===== config.mk =====
export PLATFORM = sky130hd
export DESIGN_NAME = bbd_branch_bit_decode
export DESIGN_NICKNAME = d
export VERILOG_FILES = /design/src/hdl/bbd_pkg.sv /design/src/hdl/bbd_op_if.sv /design/src/hdl/bbd_addr_gen.sv /design/src/hdl/bbd_bit_alu.sv /design/src/hdl/bbd_branch_bit_decode.sv
export SDC_FILE = /design/constraint.sdc
export NUM_CORES = 1
export LEC_CHECK = 0
export ABC_AREA = 1
export BUFFER_PORTS_ARGS = -buffer_cell sky130_fd_sc_hd__clkbuf_2
export CORE_UTILIZATION = 40
export DETAILED_ROUTE_END_ITERATION = 6
export PLACE_DENSITY = 0.67
export SETUP_SLACK_MARGIN = 0.5
export SLEW_MARGIN = 20
export SYNTH_ARGS = -nofsm -noshare
export SYNTH_HDL_FRONTEND = slang
export SYNTH_HIERARCHICAL = 1
export SYNTH_SLANG_ARGS = --single-unit

===== constraint.sdc =====
create_clock -name clock_i -period 5.2 [get_ports clock_i]
set_input_delay 0.52 -clock clock_i [delete_from_list [all_inputs] [get_ports clock_i]]
set_output_delay 0.52 -clock clock_i [all_outputs]
set_load 0.05 [all_outputs]

===== src/hdl/bbd_pkg.sv =====
// Shared constants, types and helpers for the branch and bit-operation decoder
package bbd_pkg;

  // Widths
  localparam int unsigned INSTR_W = 16;
  localparam int unsigned DATA_W = 8;
  localparam int unsigned DADDR_W = 12;
  localparam int unsigned BANK_W = 4;
  localparam int unsigned PC_W_DEF = 21;
  localparam int unsigned PC_W_MIN = 12;

  // Opcode fields
  localparam logic [4:0] OPC_RELATIVE_JUMP = 5'h1a;
  localparam logic [7:0] OPC_JUMP_ON_OVF = 8'he4;
  localparam logic [3:0] OPC_BIT_FORCE_ONE = 4'h8;
  localparam logic [3:0] OPC_BIT_INVERT = 4'h7;
  localparam logic [3:0] OPC_SKIP_ON_CLEAR = 4'hb;
  localparam logic [3:0] OPC_SKIP_ON_ONE = 4'ha;

  // Field positions inside the instruction word
  localparam int unsigned FLD_OP4_LSB = 12;
  localparam int unsigned FLD_OP5_LSB = 11;
  localparam int unsigned FLD_OP8_LSB = 8;
  localparam int unsigned FLD_BIT_LSB = 9;
  localparam int unsigned FLD_ACCESS = 8;
  localparam int unsigned FLD_LONG_OFF_W = 11;
  localparam int unsigned FLD_SHORT_OFF_W = 8;

  // Access bank split and indexed-literal window
  localparam logic [7:0] ACC_LOW_LIMIT = 8'h60;
  localparam logic [7:0] IDX_MAX_ADDR = 8'h5f;
  localparam logic [3:0] ACC_HIGH_BANK = 4'hf;

  // Phases of one instruction cycle
  localparam logic [1:0] PH_Q1 = 2'h0;
  localparam logic [1:0] PH_Q2 = 2'h1;
  localparam logic [1:0] PH_Q3 = 2'h2;
  localparam logic [1:0] PH_Q4 = 2'h3;

  // Idle cycles inserted after a taken branch or skip
  localparam logic [1:0] IDLE_ONE_WORD = 2'h1;
  localparam logic [1:0] IDLE_TWO_WORD = 2'h2;

  typedef enum {
    OP_NONE,
    OP_RELATIVE_JUMP,
    OP_JUMP_ON_OVF,
    OP_BIT_FORCE_ONE,
    OP_BIT_INVERT,
    OP_SKIP_ON_CLEAR,
    OP_SKIP_ON_ONE
  } bbd_op_t;

  function automatic bbd_op_t bbd_decode(input logic [INSTR_W-1:0] instr);
    bbd_op_t op;
    op = OP_NONE;
    if (instr[INSTR_W-1:FLD_OP5_LSB] == OPC_RELATIVE_JUMP) begin
      op = OP_RELATIVE_JUMP;
    end else if (instr[INSTR_W-1:FLD_OP8_LSB] == OPC_JUMP_ON_OVF) begin
      op = OP_JUMP_ON_OVF;
    end else begin
      case (instr[INSTR_W-1:FLD_OP4_LSB])
        OPC_BIT_FORCE_ONE: op = OP_BIT_FORCE_ONE;
        OPC_BIT_INVERT: op = OP_BIT_INVERT;
        OPC_SKIP_ON_CLEAR: op = OP_SKIP_ON_CLEAR;
        OPC_SKIP_ON_ONE: op = OP_SKIP_ON_ONE;
        default: op = OP_NONE;
      endcase
    end
    return op;
  endfunction : bbd_decode

  function automatic logic bbd_is_bit_op(input bbd_op_t op);
    return (op == OP_BIT_FORCE_ONE) || (op == OP_BIT_INVERT) ||
           (op == OP_SKIP_ON_CLEAR) || (op == OP_SKIP_ON_ONE);
  endfunction : bbd_is_bit_op

endpackage : bbd_pkg


===== src/hdl/bbd_op_if.sv =====
// Decoded operand fields passed between the decoder and its helpers
`timescale 1ns/10ps
interface bbd_op_if;
  import bbd_pkg::*;

  bbd_op_t op;
  logic [7:0] faddr;
  logic access;
  logic [2:0] bit_idx;
  logic ext_en;
  logic [BANK_W-1:0] bank_select_register;
  logic [DADDR_W-1:0] index_base;
  logic [DATA_W-1:0] rd_data;
  logic [DADDR_W-1:0] data_addr;
  logic indexed;
  logic [DATA_W-1:0] wr_data;
  logic bit_val;

  modport ctl (
    output op, faddr, access, bit_idx, ext_en, bank_select_register, index_base, rd_data,
    input data_addr, indexed, wr_data, bit_val
  );
  modport agu (
    input faddr, access, ext_en, bank_select_register, index_base,
    output data_addr, indexed
  );
  modport alu (
    input op, bit_idx, rd_data,
    output wr_data, bit_val
  );
endinterface : bbd_op_if


===== src/hdl/bbd_addr_gen.sv =====
// Data address generation for register-addressed bit operations
`timescale 1ns/10ps
module bbd_addr_gen
  import bbd_pkg::*;
(
  bbd_op_if.agu opif
);

  always_comb begin
    opif.indexed = 1'b0;
    if (opif.access) begin
      opif.data_addr = {opif.bank_select_register, opif.faddr};
    end else if (opif.ext_en && (opif.faddr <= IDX_MAX_ADDR)) begin
      opif.indexed = 1'b1;
      opif.data_addr = opif.index_base + {{(DADDR_W-8){1'b0}}, opif.faddr};
    end else if (opif.faddr < ACC_LOW_LIMIT) begin
      opif.data_addr = {{BANK_W{1'b0}}, opif.faddr};
    end else begin
      opif.data_addr = {ACC_HIGH_BANK, opif.faddr};
    end
  end

endmodule : bbd_addr_gen


===== src/hdl/bbd_bit_alu.sv =====
// Single-bit modify and test unit
`timescale 1ns/10ps
module bbd_bit_alu
  import bbd_pkg::*;
(
  bbd_op_if.alu opif
);

  logic [DATA_W-1:0] mask;

  assign mask = {{(DATA_W-1){1'b0}}, 1'b1} << opif.bit_idx;
  assign opif.bit_val = |(opif.rd_data & mask);

  always_comb begin
    case (opif.op)
      OP_BIT_FORCE_ONE: opif.wr_data = opif.rd_data | mask;
      OP_BIT_INVERT: opif.wr_data = opif.rd_data ^ mask;
      default: opif.wr_data = opif.rd_data;
    endcase
  end

endmodule : bbd_bit_alu


===== src/hdl/bbd_branch_bit_decode.sv =====
// Decode and execute of relative jumps, overflow jump, bit modify and bit skip
//
// Overview of operation
// - relative jump, 11-bit offset, target pc+2n
// - relative jump takes two cycles
// - force bit one, flags untouched
// - access bit chooses access or banked
// - extended set, low address uses indexing
// - skip when tested bit is clear
// - skip costs one, two or three cycles
// - skip when tested bit is one
// - invert bit, flags untouched
// - overflow jump, 8-bit offset, flag set
// - conditional jump one or two cycles
// - read-modify-write across four phases
`timescale 1ns/10ps
module bbd_branch_bit_decode
  import bbd_pkg::*;
#(
  parameter int unsigned PC_W = PC_W_DEF
) (
  // Clock and reset
  input wire logic clock_i,
  input wire logic arst_n_i,
  // Instruction fetch
  input wire logic [INSTR_W-1:0] instr_i,
  input wire logic instr_valid_i,
  input wire logic next_two_word_i,
  input wire logic [PC_W-1:0] pc_inc_i,
  output logic instr_ack_o,
  output logic discard_o,
  output logic pc_wr_o,
  output logic [PC_W-1:0] pc_target_o,
  // Core state
  input wire logic overflow_flag_i,
  input wire logic ext_set_en_i,
  input wire logic [BANK_W-1:0] bank_select_register_i,
  input wire logic [DADDR_W-1:0] index_base_i,
  // Data register file
  output logic [DADDR_W-1:0] rf_addr_o,
  output logic rf_rd_o,
  input wire logic [DATA_W-1:0] rf_rdata_i,
  output logic rf_wr_o,
  output logic [DATA_W-1:0] rf_wdata_o,
  // Status
  output logic [1:0] phase_o,
  output logic foreign_op_o,
  output logic indexed_mode_o
);

  if (PC_W < PC_W_MIN) begin : g_pc_w_check
    $error("PC_W too narrow for the data address space");
  end

  typedef enum {
    ST_RUN,
    ST_IDLE
  } bbd_state_t;

  function automatic logic [PC_W-1:0] sext_offset(input logic [FLD_LONG_OFF_W-1:0] off);
    return {{(PC_W-FLD_LONG_OFF_W){off[FLD_LONG_OFF_W-1]}}, off};
  endfunction : sext_offset

  ////////////////////////////////////////////////////////////////////////////
  // Phase sequencer and state

  logic [1:0] phase_reg;
  bbd_state_t state_reg;
  logic [1:0] idle_cnt_reg;
  logic [INSTR_W-1:0] instr_reg;
  bbd_op_t op_reg;
  logic [PC_W-1:0] pc_base_reg;
  logic take_reg;
  logic [1:0] idle_len_reg;
  logic q1_take;
  logic q1_exec;

  bbd_op_if opif ();

  assign q1_take = (phase_reg == PH_Q1) && instr_valid_i;
  // Words that arrive while idling are consumed but never latched
  assign q1_exec = q1_take && (state_reg == ST_RUN);

  // Free-running: phases never stall, idle cycles included
  always_ff @(posedge clock_i or negedge arst_n_i) begin
    if (!arst_n_i) begin
      phase_reg <= PH_Q1;
    end else begin
      phase_reg <= phase_reg + 2'h1;
    end
  end

  // Instruction is taken once per cycle, in Q1
  always_ff @(posedge clock_i or negedge arst_n_i) begin
    if (!arst_n_i) begin
      instr_reg <= '0;
      pc_base_reg <= '0;
    end else if (q1_exec) begin
      instr_reg <= instr_i;
      pc_base_reg <= pc_inc_i;
    end
  end

  // Discarded or absent words execute as a no-operation
  always_ff @(posedge clock_i or negedge arst_n_i) begin
    if (!arst_n_i) begin
      op_reg <= OP_NONE;
    end else if (phase_reg == PH_Q1) begin
      op_reg <= q1_exec ? bbd_decode(instr_i) : OP_NONE;
    end
  end

  ////////////////////////////////////////////////////////////////////////////
  // Operand fields to the helpers

  assign opif.op = op_reg;
  // Fields are cut straight from the latched word
  assign opif.faddr = instr_reg[FLD_ACCESS-1:0];
  assign opif.access = instr_reg[FLD_ACCESS];
  assign opif.bit_idx = instr_reg[FLD_OP4_LSB-1:FLD_BIT_LSB];
  assign opif.ext_en = ext_set_en_i;
  assign opif.bank_select_register = bank_select_register_i;
  assign opif.index_base = index_base_i;
  assign opif.rd_data = rf_rdata_i;

  bbd_addr_gen u_addr_gen (
    .opif(opif.agu)
  );

  bbd_bit_alu u_bit_alu (
    .opif(opif.alu)
  );

  ////////////////////////////////////////////////////////////////////////////
  // Register file access

  logic bit_op;
  logic bit_write_op;

  assign bit_op = bbd_is_bit_op(op_reg);
  assign bit_write_op = (op_reg == OP_BIT_FORCE_ONE) || (op_reg == OP_BIT_INVERT);

  // address formed at end of Q2
  // Held a whole cycle so the Q4 write hits the word that was read
  always_ff @(posedge clock_i or negedge arst_n_i) begin
    if (!arst_n_i) begin
      rf_addr_o <= '0;
      indexed_mode_o <= 1'b0;
    end else if (phase_reg == PH_Q2) begin
      rf_addr_o <= opif.data_addr;
      indexed_mode_o <= opif.indexed && bit_op;
    end
  end

  // read in Q3, process Q3, write Q4
  always_ff @(posedge clock_i or negedge arst_n_i) begin
    if (!arst_n_i) begin
      rf_rd_o <= 1'b0;
    end else begin
      rf_rd_o <= (phase_reg == PH_Q2) && bit_op;
    end
  end

  always_ff @(posedge clock_i or negedge arst_n_i) begin
    if (!arst_n_i) begin
      rf_wr_o <= 1'b0;
    end else begin
      rf_wr_o <= (phase_reg == PH_Q3) && bit_write_op;
    end
  end

  // Data loads only in Q3 and holds through the Q4 write
  always_ff @(posedge clock_i or negedge arst_n_i) begin
    if (!arst_n_i) begin
      rf_wdata_o <= '0;
    end else if (phase_reg == PH_Q3) begin
      rf_wdata_o <= opif.wr_data;
    end
  end

  ////////////////////////////////////////////////////////////////////////////
  // Branch and skip decision, made in Q3

  logic skip_op;

  assign skip_op = (op_reg == OP_SKIP_ON_CLEAR) || (op_reg == OP_SKIP_ON_ONE);

  always_ff @(posedge clock_i or negedge arst_n_i) begin
    if (!arst_n_i) begin
      take_reg <= 1'b0;
    end else if (phase_reg == PH_Q3) begin
      case (op_reg)
        OP_RELATIVE_JUMP: take_reg <= 1'b1;
        OP_JUMP_ON_OVF: take_reg <= overflow_flag_i;
        OP_SKIP_ON_CLEAR: take_reg <= !opif.bit_val;
        OP_SKIP_ON_ONE: take_reg <= opif.bit_val;
        default: take_reg <= 1'b0;
      endcase
    end else if (phase_reg == PH_Q1) begin
      take_reg <= 1'b0;
    end
  end

  // two-word victim costs two idles
  // Fetch flags the victim; the decoder cannot see past one word
  always_ff @(posedge clock_i or negedge arst_n_i) begin
    if (!arst_n_i) begin
      idle_len_reg <= IDLE_ONE_WORD;
    end else if (phase_reg == PH_Q3) begin
      idle_len_reg <= (skip_op && next_two_word_i) ? IDLE_TWO_WORD : IDLE_ONE_WORD;
    end
  end

  ////////////////////////////////////////////////////////////////////////////
  // Program counter write in Q4

  logic jump_op;
  logic jump_taken;
  logic [FLD_LONG_OFF_W-1:0] offset_field;

  assign jump_op = (op_reg == OP_RELATIVE_JUMP) || (op_reg == OP_JUMP_ON_OVF);
  // overflow jump only when flag set
  assign jump_taken = (op_reg == OP_RELATIVE_JUMP) ||
    ((op_reg == OP_JUMP_ON_OVF) && overflow_flag_i);

  // short offset widened first
  // Both offsets end up 11 bits so one sign extender serves
  assign offset_field = (op_reg == OP_RELATIVE_JUMP) ? instr_reg[FLD_LONG_OFF_W-1:0] :
    {{(FLD_LONG_OFF_W-FLD_SHORT_OFF_W){instr_reg[FLD_SHORT_OFF_W-1]}},
     instr_reg[FLD_SHORT_OFF_W-1:0]};

  always_ff @(posedge clock_i or negedge arst_n_i) begin
    if (!arst_n_i) begin
      pc_wr_o <= 1'b0;
    end else begin
      pc_wr_o <= (phase_reg == PH_Q3) && jump_taken;
    end
  end

  // sign extend, wrap modulo space
  // Computed for every word; only meaningful while pc_wr_o is high
  always_ff @(posedge clock_i or negedge arst_n_i) begin
    if (!arst_n_i) begin
      pc_target_o <= '0;
    end else if (phase_reg == PH_Q3) begin
      pc_target_o <= pc_base_reg + (sext_offset(offset_field) << 1);
    end
  end

  ////////////////////////////////////////////////////////////////////////////
  // Idle cycles after a taken jump or skip

  // skip adds one or two idles
  always_ff @(posedge clock_i or negedge arst_n_i) begin
    if (!arst_n_i) begin
      state_reg <= ST_RUN;
      idle_cnt_reg <= '0;
    end else if (phase_reg == PH_Q4) begin
      case (state_reg)
        ST_RUN: begin
          if (take_reg) begin
            state_reg <= ST_IDLE;
            idle_cnt_reg <= jump_op ? IDLE_ONE_WORD : idle_len_reg;
          end
        end
        ST_IDLE: begin
          if (idle_cnt_reg <= IDLE_ONE_WORD) begin
            state_reg <= ST_RUN;
            idle_cnt_reg <= '0;
          end else begin
            idle_cnt_reg <= idle_cnt_reg - 2'h1;
          end
        end
        default: begin
          state_reg <= ST_RUN;
          idle_cnt_reg <= '0;
        end
      endcase
    end
  end

  ////////////////////////////////////////////////////////////////////////////
  // Outputs

  // Prefetched word is consumed but thrown away while idling
  assign instr_ack_o = q1_take;
  assign discard_o = q1_take && (state_reg == ST_IDLE);
  assign phase_o = phase_reg;
  // Lets the core hand other opcodes to its other decoders
  assign foreign_op_o = (op_reg == OP_NONE) && (state_reg == ST_RUN) && (phase_reg != PH_Q1);

endmodule : bbd_branch_bit_decode


# Word-level counts from Yosys, hierarchy flattened
# Cells that the tools add are included.
dict set report totals {
  regBits 149
  output_inout_bits 50
  input_bits 67
  wordCells 101
}
dict set report op_classes {
  n_eq_ne 25
  addsub 4
  n_mux 22
  reduce_logical 28
  n_shift 1
  order_cmp 3
  n_bitwise 3
}
# cell n
set ops {}
lappend ops {{32-bit by 3-bit equality test with 1-bit output, second input constant} 5}
lappend ops {{32-bit by 2-bit equality test with 1-bit output, second input constant} 4}
lappend ops {{32-bit by 4-bit equality test with 1-bit output, second input constant} 3}
lappend ops {{32-bit zero test} 3}
lappend ops {{32-bit 2-to-1 mux} 3}
lappend ops {{32-bit by 1-bit equality test with 1-bit output, second input constant} 2}
lappend ops {{32-bit case mux with 2 select lines} 1}
lappend ops {{12-bit 2-to-1 mux} 3}
lappend ops {{21-bit adder} 1}
lappend ops {{8-bit case mux with 2 select lines} 1}
lappend ops {{12-bit by 8-bit adder with 12-bit output} 1}
lappend ops {{4-bit equality test, second input constant} 3}
lappend ops {{1-bit logical AND} 12}
lappend ops {{3-bit case mux with 4 select lines} 1}
lappend ops {{11-bit 2-to-1 mux} 1}
lappend ops {{8-bit bitwise AND} 1}
lappend ops {{8-bit equality test, second input constant} 1}
lappend ops {{8-bit by 7-bit less-or-equal comparator with 1-bit output, second input constant} 1}
lappend ops {{8-bit by 7-bit less-than comparator with 1-bit output, second input constant} 1}
lappend ops {{2-bit 2-to-1 mux} 4}
lappend ops {{8-bit bitwise OR} 1}
lappend ops {{8-bit OR reduction} 1}
lappend ops {{1-bit by 3-bit left shift with 8-bit output, first input constant} 1}
lappend ops {{8-bit XOR} 1}
lappend ops {{other kinds (18)} 30}

# Depth between registers and ports, before layout
# Gate-level depths: netlist (run 1).
dict set report depth {
  word_depth 6
  depth_mapped 16
  depth_no_buf 16
}

# Hierarchy
# Netlist (run 1), hierarchy kept.
# mod cells_each seq_area_each_um2 n_inst area_each_um2
set modules_own_cells {}
lappend modules_own_cells {bbd_branch_bit_decode 628 2228.4 1 4795.8}
lappend modules_own_cells {bbd_bit_alu 158 0.0 1 915.9}
lappend modules_own_cells {bbd_addr_gen 125 0.0 1 704.4}

# Least setup slack after synthesis (run 1)
# No wires, ideal clock.
dict set report synth_timing {
  kind {flip-flop to output port}
  startpoint {register phase_reg[0] (netlist: phase_o[0])}
  endpoint {output port foreign_op_o}
  t_required_ns 4.680
  path_buffers 0
  arrival_ns 2.609
  path_stages_with_launch 4
  path_slack_ns 2.071
  path_cell_list {dfrtp_1 inv_1 ha_1 nor4_1}
}
dict set report synth_between {
  elab_chain_cells 2
}
# item line
set synth_lines {}
lappend synth_lines {{start: declaration} bbd_branch_bit_decode.sv:67} ;# logic [1:0] phase_reg;
lappend synth_lines {{start signal: assignment} bbd_branch_bit_decode.sv:89} ;# phase_reg <= phase_reg + 2'h1;
lappend synth_lines {{2-bit nonzero test} bbd_branch_bit_decode.sv:290} ;# assign foreign_op_o = (op_reg == OP_NONE) && (state_reg == ST_RUN) && (phase_reg != PH_Q1);
lappend synth_lines {{1-bit logical AND} bbd_branch_bit_decode.sv:290}
lappend synth_lines {{end: declaration} bbd_branch_bit_decode.sv:47} ;# output logic foreign_op_o,
# No other way between the ends.

# Worst setup path after layout (run 1)
dict set report layout_timing {
  startpoint {register phase_reg[0] (netlist: phase_o[0])}
  endpoint {register op_reg[2]}
}
dict set report layout_between {
  elab_chain_cells 4
}
# item line
set layout_lines {}
lappend layout_lines {{2-bit zero test (*)} {bbd_branch_bit_decode.sv:80, bbd_branch_bit_decode.sv:108}}
lappend layout_lines {{1-bit logical AND} bbd_branch_bit_decode.sv:80} ;# assign q1_take = (phase_reg == PH_Q1) && instr_valid_i;
lappend layout_lines {{1-bit logical AND} bbd_branch_bit_decode.sv:82} ;# assign q1_exec = q1_take && (state_reg == ST_RUN);
lappend layout_lines {{32-bit 2-to-1 mux} bbd_branch_bit_decode.sv:109} ;# op_reg <= q1_exec ? bbd_decode(instr_i) : OP_NONE;
lappend layout_lines {{end signal: assignment} bbd_branch_bit_decode.sv:109}
lappend layout_lines {{end: declaration} bbd_branch_bit_decode.sv:71} ;# bbd_op_t op_reg;
# Every way passes the cells marked *; elsewhere a longest branch is shown, timed or not.
# A chain may end at the register's enable or synchronous reset.

==> results.md, run 1 <==
* Status: finished, final reports clean
* Setup slack after layout at between 2000 and 3000 ps
* Gate Count Post-Synth at ~910
* Crit Reg-Reg Startpoint: phase_o[0]$_DFF_PN0_
* Mapped Area at between 6000 and 7000 µm²
* Combinational Power Share at 57.4%
* Critical path fanouts, max at 32
* Post-detail-place hpwl at between 10 and 15 mm
* Final min period at 2640 ps
* CP Launch Type: flop
* Crit path from: phase_o[0]$_DFF_PN0_
* Setup TNS at 0 ps
* Max stage delay on crit path at between 700 and 800 ps
* # H-tree levels at 3
* Core area at roughly 15000 µm²
* Met2 Routed Length at 7.35 mm
* Finished Core Util at about half
* Gp weighted congestion at between 0.9 and 1
* Net Sw Frac at just over 50%
* CTS tree: built
* Area grow syn2layout at 18.2%
* Crit path DAT at 2850 ps
* Worst slack, placed at about 2800 ps
* Post-synth EDFFs at 0
* Hold crit path type: primary input to async pin
* Drt total wl at ~16 mm
* P_int at 2110 µW
* Overall global routing resource usage at a little over a fifth
* Most frequent cells in the layout: 364 x nand2_1, 116 x inv_1, 115 x clkbuf_2, 88 x dfrtp_1, 56 x nand3_1
* Synth area leader: dfrtp_1
* Fin. max-slew vios at 0
* Worst-path cell chain: inv_1, ha_1, nand2_1, nor2_2, clkinv_1, o32ai_1
* # port buffers at 116
* Largest net degree at the start of global routing at 51
* Clock Skew at around 3.2 ps
* Fraction of layout cells with a size suffix above 1 at a little under a fifth
* Synth unique cells at 47
* I/O pin count at 117
* RSZ-0062 raised after global routing: false
* Num Clock Sinks at between 80 and 90
* Synth async-reset ratio at 100%
* Sequential element share of the synthesized area at 34.7%
* DRT Pass-1 Iters at 5
* Max Cap Viol at 0
* Worst slew margin at about 31%
* Post-synth top area share at between 30 and 40%
* Vias at ~6000
* # setup viols final at 0
* Metal3 WL at slightly below 800 µm
* Routed met1 length at approximately 7.6 mm
* Slew @ Worst Pin at 1020 ps
* Most common flop cell mapped by yosys: dfrtp_1
* First-pass GRT wire length at approximately 27 mm
* Worst IR drop on VDD at approximately 0.22 mV
* Psw at approximately 2200 µW
* Antenna diodes at 0
* Final nets at 1171
* P_leak at ~0.0043 µW
* Period utilization at around half
* Hold_ws at approximately 150 ps
* #FFs+latches synth at 89
* Remaining Overflow, GRT at 0
* Clock transition at path regs at 60 ps
* Post_cts resized at 0
* Slowest cell on crit path: clkinv_1
* Post-Syn Area per Cell at about 7 µm²
* Vias per inst at around 4.7
* Synth area leaders: dfrtp_1 34%, nand2_1 21%, ha_1 9.6%
* Initial Util at roughly two fifths
* Crit Path Class: flop to flop
* Initial antenna violation count at 0
* Die area at 16600 µm²
* Post-CTS Setup Bufs at 0
* Die width at about 130 µm
* Synth Warn # at 6
* Post-CTS Hold Buffers at 0
* Antenna-violating nets left at 0
* P per Cell Area at about 560 nW/µm²
* Sequential share of power at a little over a quarter
* Residual DRC at 0
* Die height at 129 µm
* CTS buffer count at 9
* CP endpoint kind: flop
* Critical path required time at about 5400 ps
* Initial DRC Count at 361
* Fmax at approximately 0.38 GHz
* Commonest non-fill, non-tap cell in the layout: nand2_1
* Vias in the first global route at 5721
* Total Power at approximately 4300 µW
* Hold Vio Cnt, Final at 0
* Root Driver: clkbuf_16
* Clock Power Share at about 15%
* DR WL/cell at ~13 µm
* Worst skew pair latency at 340 ps
* Max Used Layer: met4
* # rows at 45
* CTS max path bufs at 2
[worst max-delay path, delay by kind of cell, from the launching register on]
family,cells,cell delay (ps)
AO/OA/AOI/OAI,1,610
flip-flops,1,410
buffers and inverters,2,900
AND/OR/NAND/NOR,2,280
adder cells (fa/ha/maj),1,290
[area by class of cell]
type                    count  area (µm²)
multi-input cells         704        3700
well taps                 211         264
fillers                  1634        7850
repair buffers            120         613
clock inverters             3        40.0
inverters                 129         484
clock buffers              13         250
flip-flops and latches     89        2230
[power groups by stage]
stage | Clock (µW) | Sequential, µW | Combinational [µW]
final | 656 | 1160 | 2450
after global routing | 701 | 1200 | 2740
after CTS | 674 | 1170 | 2450
after detailed placement | 0 | 1170 | 2440
after global placement | 0 | 1170 | 2400
after floorplan | 0 | 1580 | 1460
[kinds of logic (layout without fill, tap and decap cells)]
family / count (synthesis) / after routing / synth area share, %
compound gates: 77 / 77 / 7.22
xor+xnor: 10 / 10 / 1.37
fa+ha+maj: 51 / 51 / 10.2
buf+inv: 146 / 265 / 9.24
flops: 89 / 89 / 34.7
other cells: 1 / 29 / 0.0584
simple gates: 537 / 537 / 37.2
[synthesized netlist by cell type (all sizes together) (2+ instances only)]
cell type,count
nand2,376
inv,128
dfrtp,88
nand3,68
nor2,58
ha,49
o21ai,39
a21oi,24
nor3,12
buf,9
clkbuf,8
nand4,7
xnor2,7
nand3b,6
nor4,5
and2,3
o21bai,3
xor2,3
a31oi,2
fa,2
o21a,2
o31ai,2
or2,2
[final timing paths]
path / cells after the start / slack [ps] / to
min in group clock_i: 3 / 370 / pc_base_reg[16]$_DFFE_PN0P_
min reg2reg: 2 / 470 / rf_addr_o[6]$_DFFE_PN0P_
max reg2reg: 6 / 2560 / op_reg[2]$_DFFE_PN0N_
min: 1 / 150 / rf_addr_o[10]$_DFFE_PN0P_
max: 6 / 2560 / op_reg[2]$_DFFE_PN0N_
max in group asynchronous: 2 / 3990 / pc_base_reg[18]$_DFFE_PN0P_
[stage by stage]
stage | std cells | cell area [µm²]
detailed placement | 1253 | 7290
global placement | 1253 | 7290
finish | 1269 | 7580
global route | 1269 | 7580
floorplan | 939 | 6520
CTS | 1269 | 7580
[metal layers]
metal	up-vias	GRT usage, %
met5	-	0
met4	0	7.96
met3	22	2.62
met2	176	35.2
met1	2684	27.3
li1	3106	-
Power figures use the tool's default switching activity.
==> run 2, diff against run 1 <==
==> constraint.sdc (replaced) <==
create_clock -name clock_i -period 2.7 [get_ports clock_i]
set_input_delay 0.27 -clock clock_i [delete_from_list [all_inputs] [get_ports clock_i]]
set_output_delay 0.27 -clock clock_i [all_outputs]
set_load 0.05 [all_outputs]
==> run 2 against run 1 <==
Against the previous run:
- via count grew 0.75%
- setup slack worse by 2100 ps
- design area is 5.8% higher
- sequential share of layout area fell by 1.6 points
- core utilization grew 2.9 points
- wire length is 3.2% higher
- non-clock buffer count is 16 higher
- first-iteration DRC count grew 9.4%
- combinational power is 110% higher
- critical path type unchanged
- highest routed layer unchanged
==> results.md, run 2 (synthesis results as in run 1) <==
* Most common cell on crit path: nand2_1
* Most frequent cells in the layout: 359 x nand2_1, 115 x clkbuf_2, 114 x inv_1, 84 x dfrtp_1, 55 x nand3_1
* Clock Skew at 6.54 ps (+3.29 ps)
* DRT Pass-1 Iters at 5 (unchanged)
* Worst slew margin at 58.0% (+27 points)
* Final min period at 2190 ps (-449 ps)
* Reg-to-Reg End: pc_target_o[20]$_DFFE_PN0P_
* Crit Path Class: flop to flop
* I/O pin count at 117 (unchanged)
* Crit path DAT at 2440 ps (-410 ps)
* Drt total wl at 16.6 mm (+3.2%)
* P_int at 4390 µW (+110%)
* Max Cap Viol at 0 (unchanged)
* Residual DRC at 0 (unchanged)
* Largest net degree at the start of global routing at 47 (-7.8%)
* Reg2Reg Depth at 14 (+8)
* Setup TNS at 0 ps (unchanged)
* Initial DRC Count at 395 (+9.4%)
* Core area at 15400 µm² (unchanged)
* Clock Power Share at 15.0% (-0.4 points)
* Overall global routing resource usage at 20.6% (-0.30 points)
* Slew @ Worst Pin at 630 ps (-394 ps)
* # rows at 45 (unchanged)
* Die area at 16600 µm² (unchanged)
* RSZ-0062 raised after global routing: true
* Hold_ws at 110 ps (-36.0 ps)
* Antenna-violating nets left at 0 (unchanged)
* Fmax at 0.457 GHz (+21%)
* First-pass GRT wire length at 26.7 mm (-1.2%)
* Sequential share of power at 26.1% (-1.2 points)
* Vias in the first global route at 5631 (-1.6%)
* Critical path required time at 2950 ps (-2460 ps)
* Max stage delay on crit path at 440 ps (-350 ps)
* Clock transition at path regs at 70 ps (about the same)
* Finished Core Util at 52.0% (+2.9 points)
* Vias at 6033 (+0.75%)
* CTS tree: built
* CP Launch Type: flop
* Vias per inst at 4.69 (-0.66%)
* # port buffers at 116 (unchanged)
* CTS buffer count at 9 (unchanged)
* Post-detail-place hpwl at 12.2 mm (-0.65%)
* Fraction of layout cells with a size suffix above 1 at 24.1% (+4.9 points)
* Fillers at 1580 (-3.3%)
* Worst-path cell chain: inv_4, nand4_1, nand2_4, inv_6, ha_4, nand2_1, inv_2, nand2_1, nor2_2, nand3_2, nand3_1, nand2_1, nand3_1, nand2_1
* CP endpoint kind: flop
* Fin. max-slew vios at 0 (unchanged)
* Area grow syn2layout at 25.0%
* Hold endpoint: pc_base_reg[0]$_DFFE_PN0P_
* Status: finished, final reports clean
* Crit Reg-Reg Startpoint: op_reg[2]$_DFFE_PN0N_
* Worst IR drop on VDD at 0.436 mV (+100%)
* CTS max path bufs at 2 (unchanged)
* DR WL/cell at 12.9 µm (+1.7%)
* P_leak at 0.00435 µW (+2.0%)
* Flop2flop setup slack at 510 ps (-2050 ps)
* P per Cell Area at 1100 nW/µm² (+95%)
* Critical path fanouts, max at 5 (-84%)
* Slowest cell on crit path: dfrtp_2
* Root Driver: clkbuf_16
* Commonest non-fill, non-tap cell in the layout: nand2_1
* Setup slack after layout at 510 ps (-2050 ps)
* Worst slack, placed at 277 ps (-2530 ps)
* Die width at 129 µm (unchanged)
* Hold depth at 3
* Num Clock Sinks at 89 (unchanged)
* Die height at 129 µm (unchanged)
* Antenna diodes at 0 (unchanged)
* Period utilization at 81.1% (+30 points)
* Psw at 4410 µW (+100%)
* Combinational Power Share at 59.0% (+1.6 points)
* Worst skew pair latency at 360 ps (+20 ps)
* Final nets at 1189 (+1.5%)
* Min-Delay Startpoint: pc_inc_i[0]
* Hold crit path type: primary input to flop
* # H-tree levels at 3 (unchanged)
* Hold Vio Cnt, Final at 0 (unchanged)
* Remaining Overflow, GRT at 0 (unchanged)
* Initial Util at 41.6% (unchanged)
* Net Sw Frac at 50.1% (-0.43 points)
* Gp weighted congestion at 0.878 (-3.9%)
* Initial antenna violation count at 0 (unchanged)
* # setup viols final at 0 (unchanged)
==> run 2: worst max-delay path by stage <==
stage                                      from                     endpoint  slack, ps  depth (start not counted)
after floorplan           op_reg[2]$_DFFE_PN0N_  pc_target_o[16]$_DFFE_PN0P_        590                         15
after global placement    op_reg[2]$_DFFE_PN0N_  pc_target_o[19]$_DFFE_PN0P_        340                         12
after detailed placement  op_reg[2]$_DFFE_PN0N_  pc_target_o[16]$_DFFE_PN0P_        280                         13
after CTS                 op_reg[2]$_DFFE_PN0N_  pc_target_o[20]$_DFFE_PN0P_        500                         14
after global routing      op_reg[2]$_DFFE_PN0N_  pc_target_o[20]$_DFFE_PN0P_        370                         14
final                     op_reg[2]$_DFFE_PN0N_  pc_target_o[20]$_DFFE_PN0P_        510                         14
==> run 2: critical path, delay by kind of cell, from the launching register on <==
kind                       cells  cell delay (ps)
adders and majority gates      1              300
and+or+nand+nor               10             1110
DFF                            1              440
buffers and inverters          3              240
==> run 2: area by class of cell <==
| class | instances | area (µm²) | share of cell area, % |
|---|---|---|---|
| clock inverters | 6 | 66.3 | 0.827 |
| repair buffers | 136 | 748 | 9.33 |
| inverters | 129 | 498 | 6.21 |
| repair inverters | 2 | 13.8 | 0.172 |
| clock buffers | 10 | 239 | 2.98 |
| multi-input cells | 704 | 3960 | 49.4 |
| well taps | 211 | 264 | 3.29 |
| flip-flops and latches | 89 | 2230 | 27.8 |
==> run 2: power by group through the flow <==
stage          sequential [µW]  combinational, µW  clock, µW
4_1_cts                   2270               4760       1360
3_3_place_gp              2270               4600          0
3_5_place_dp              2270               4650          0
6_report                  2290               5190       1320
2_1_floorplan             3050               2820          0
5_1_grt                   2350               5780       1410
==> run 2: layer usage <==
metal	up-vias	GRT usage [%]	routed length, µm
met2	128	34.2	7800
met1	2736	26.9	7760
met4	0	6.02	249
met5	-	0	0
li1	3149	-	-
met3	20	4.45	827
==> run 2: timing repair <==
item / 4_1_cts / 5_1_grt
pin swaps: 0 / 10
setup buffers: 0 / 13
hold buffers: 1 / 0
gates cloned: 0 / 2
gates resized for setup: 13 / 41
hold endpoints to repair: 44 / 0
setup endpoints to repair: 11 / 23
==> run 2: metrics by stage <==
stage | instances | cell area (µm²) | total power, µW
after global placement | 1255 | 7330 | 6870
after global routing | 1287 | 8020 | 9540
final | 1287 | 8020 | 8800
after CTS | 1272 | 7710 | 8390
after floorplan | 939 | 6540 | 5860
after detailed placement | 1255 | 7330 | 6920
==> run 3, diff against run 2 <==
--- a/config.mk
+++ b/config.mk
@@ -5,7 +5,7 @@
 export SDC_FILE = /design/constraint.sdc
 export NUM_CORES = 1
 export LEC_CHECK = 0
-export ABC_AREA = 1
+export ABC_AREA = 0
 export BUFFER_PORTS_ARGS = -buffer_cell sky130_fd_sc_hd__clkbuf_2
 export CORE_UTILIZATION = 40
 export DETAILED_ROUTE_END_ITERATION = 6
==> constraint.sdc (replaced) <==
create_clock -name clock_i -period 2.1 [get_ports clock_i]
set_input_delay 0.21 -clock clock_i [delete_from_list [all_inputs] [get_ports clock_i]]
set_output_delay 0.21 -clock clock_i [all_outputs]
set_load 0.05 [all_outputs]
==> run 3 against run 2 <==
Against the previous run:
- the run now ends with negative setup slack left
- cell count is 13% lower
- fmax is 17% lower
- register-to-register slack worse by 1000 ps
- critical path type unchanged
- largest power group unchanged
==> results.md, run 3 <==
* Flop2flop setup slack at -540 ps (-1050 ps)
* Most frequent cell after synthesis: nand2_1
* Vias at 5794 (-4.0%)
* DR WL/cell at 16.4 µm (+27%)
* # rows at 43 (-4.4%)
* Critical path required time at 2340 ps (-610 ps)
* Area grow syn2layout at 56.4%
* # setup viols final at 21 (+21)
* Setup slack after layout at -535 ps (-1050 ps)
* Clock Skew at 9.99 ps (+3.45 ps)
* Fmax at 0.379 GHz (-17%)
* Initial Util at 41.7% (+0.10 points)
* Most frequent cells in the layout: 133 x nand2_1, 112 x clkbuf_2, 100 x buf_4, 78 x dfrtp_1
* CTS buffer count at 9 (unchanged)
* Worst-path cell chain: nor3b_4, mux2i_4, buf_12, inv_8, ha_4, buf_4, nor2_1, nor2_1, a21oi_1, nand3_2, xor2_1, mux2_4
* Worst slew margin at 59.4% (+1.3 points)
* Fraction of layout cells with a size suffix above 1 at 47.6% (+24 points)
* Commonest non-fill, non-tap cell in the layout: nand2_1
* Overall global routing resource usage at 24.1% (+3.5 points)
* Max Cap Viol at 0 (unchanged)
* First-pass GRT wire length at 28.0 mm (+5.0%)
* P per Cell Area at 879 nW/µm² (-20%)
* CTS tree: built
* Period utilization at 125% (+44 points)
* Remaining Overflow, GRT at 0 (unchanged)
* Crit path DAT at 2870 ps (+430 ps)
* Worst skew pair latency at 350 ps (about the same)
* Synth unique cells at 75 (+60%)
* Sequential element share of the synthesized area at 37.9% (+3.2 points)
* Core area at 14100 µm² (-8.6%)
* P_leak at 0.00450 µW (+3.3%)
* # H-tree levels at 3 (unchanged)
* Synth Warn # at 6 (unchanged)
* Antenna-violating nets left at 0 (unchanged)
* Largest delay share family, worst path: multiplexers
* #FFs+latches synth at 89 (unchanged)
* Worst slack, placed at -530 ps (-807 ps)
* RSZ-0062 raised after global routing: true
* Gate Count Post-Synth at 660 (-28%)
* Die area at 15200 µm² (-8.3%)
* Worst path bufs/invs at 3 (unchanged)
* Root Driver: clkbuf_16
* Max stage delay on crit path at 430 ps (about the same)
* Slew @ Worst Pin at 610 ps (-20.0 ps)
* Critical path fanouts, max at 6 (+1)
* Hold depth at 3 (unchanged)
* Antenna diodes at 0 (unchanged)
* Crit Reg-Reg Startpoint: op_reg[1]$_DFFE_PN0N_
* Final min period at 2640 ps (+446 ps)
* Die height at 123 µm (-4.2%)
* DRT Pass-1 Iters at 5 (unchanged)
* CP endpoint kind: flop
* Hold endpoint: instr_reg[3]$_DFFE_PN0P_
* Clock transition at path regs at 70 ps (about the same)
* Total Power at 8080 µW (-8.2%)
* Reg2Reg Depth at 12 (-2)
* Failing checks: negative setup slack
* Mapped Area at 5880 µm² (-8.4%)
* Vias in the first global route at 5794 (+2.9%)
* Post-detail-place hpwl at 11.9 mm (-2.2%)
* Reg-to-Reg End: pc_target_o[16]$_DFFE_PN0P_
* Status: finished, violations left
* I/O pin count at 117 (unchanged)
* Initial DRC Count at 306 (-23%)
* Post-synth top cells: 147 x nand2_1, 88 x dfrtp_1, 49 x ha_1, 40 x inv_1, 40 x nor2_1
* Hold crit path type: primary input to flop
* Worst IR drop on VDD at 0.542 mV (+24%)
* Synth async-reset ratio at 100% (unchanged)
* Most common cell on crit path: nor2_1
* # port buffers at 116 (unchanged)
* CTS max path bufs at 2 (unchanged)
* Post-synth EDFFs at 0 (unchanged)
* Crit Path Class: flop to flop
* Post-synth top area share at 37.5% (+3.1 points)
* Num Clock Sinks at 89 (unchanged)
* Synth area leaders: dfrtp_1 37%, ha_1 10%, nand2_1 9.4%
* Post-Syn Area per Cell at 8.90 µm² (+26%)
* Initial antenna violation count at 0 (unchanged)
* Most common flop cell mapped by yosys: dfrtp_1
* Gp weighted congestion at 0.881 (+0.41%)
* Final nets at 1047 (-12%)
* CP Launch Type: flop
* Fin. max-slew vios at 0 (unchanged)
* Vias per inst at 5.20 (+11%)
* Residual DRC at 0 (unchanged)
* Largest net degree at the start of global routing at 46 (-2.1%)
* Hold Vio Cnt, Final at 0 (unchanged)
* Drt total wl at 18.3 mm (+10%)
* Slowest cell on crit path: dfrtp_2
* Die width at 123 µm (-4.2%)
* Min-Delay Startpoint: instr_i[3]
* Synth area leader: dfrtp_1
[run 3: cell count changes after synthesis, moves of 10 or more]
cell | before | now
a21o_1 | 1 | 11
nand2_1 | 364 | 147
nor2_2 | 11 | 1
inv_1 | 117 | 40
mux2_2 | 0 | 31
nand3_1 | 56 | 11
a21oi_1 | 20 | 36
nand3_2 | 12 | 1
inv_2 | 11 | 0
[run 3: cells by family (layout without fill, tap and decap cells)]
kind of cell / count (synthesis) / count (layout) / synth area share [%]
simple gates: 256 / 256 / 19.3
compound gates: 143 / 143 / 16.9
flops: 89 / 89 / 37.9
buf+inv: 64 / 310 / 4.79
fa+ha+maj: 51 / 51 / 11.1
mux: 38 / 38 / 7.22
xor+xnor: 18 / 18 / 2.68
other cells: 1 / 29 / 0.0638
[run 3: worst max path at each step]
stage | startpoint | endpoint | slack, ps | cells past startpoint
CTS | op_reg[2]$_DFFE_PN0N_ | pc_target_o[17]$_DFFE_PN0P_ | -480 | 11
global route | op_reg[1]$_DFFE_PN0N_ | pc_target_o[17]$_DFFE_PN0P_ | -600 | 11
global placement | op_reg[1]$_DFFE_PN0N_ | pc_target_o[16]$_DFFE_PN0P_ | -460 | 9
detailed placement | op_reg[1]$_DFFE_PN0N_ | pc_target_o[16]$_DFFE_PN0P_ | -530 | 9
floorplan | op_reg[2]$_DFFE_PN0N_ | pc_target_o[16]$_DFFE_PN0P_ | -460 | 11
finish | op_reg[1]$_DFFE_PN0N_ | pc_target_o[16]$_DFFE_PN0P_ | -540 | 12
[run 3: report_power, final]
part / internal, µW / switching [µW]
Combinational: 1750 / 2370
Clock: 902 / 699
Sequential: 2060 / 299
Total: 4710 / 3370
[run 3: per-layer routing]
layer / vias to the layer above / global-route usage [%] / part of all wire (%)
met1: 2769 / 31.8 / 45
li1: 2830 / - / -
met4: 0 / 9.71 / 3.0
met2: 159 / 39.5 / 47
met5: - / 0 / 0
met3: 36 / 3.69 / 4.2
[run 3: final cells by class]
class | instances | area (µm²)
clock buffer | 13 | 270
clock inverter | 3 | 23.8
fill | 1101 | 4910
inverter | 42 | 168
multi-input combinational | 535 | 4420
sequential | 89 | 2240
tap | 180 | 225
timing repair buffer | 251 | 1830
timing repair inverter | 1 | 6.26
[run 3: what timing repair did]
action	4_1_cts	5_1_grt
hold buffers	1	0
setup buffers	23	23
endpoints found under the hold margin	43	0
setup endpoints to repair	66	74
gates cloned	1	2
gates resized for setup	123	68
pin swaps	65	36
[run 3: worst reg2reg max path, stage by stage (launching register included)]
cell,delay [ps]
dfrtp_2,430
nor3b_4,260
mux2i_4,320
buf_12,140
inv_8,40
ha_4,250
buf_4,140
nor2_1,100
nor2_1,50
a21oi_1,200
nand3_2,150
xor2_1,170
mux2_4,260
[run 3: through the flow]
stage               util, %  area (µm²)  cells  setup TNS [ps]  hold WS, ps
floorplan                 -        6310    688           -3460        -85.6
global placement       54.1        7620   1048           -4740          255
detailed placement     54.1        7620   1048           -5380          258
CTS                    61.7        8700   1089           -5200         38.2
global route           65.2        9190   1114           -7990         55.6
finish                 65.2        9190   1114           -6070         39.1
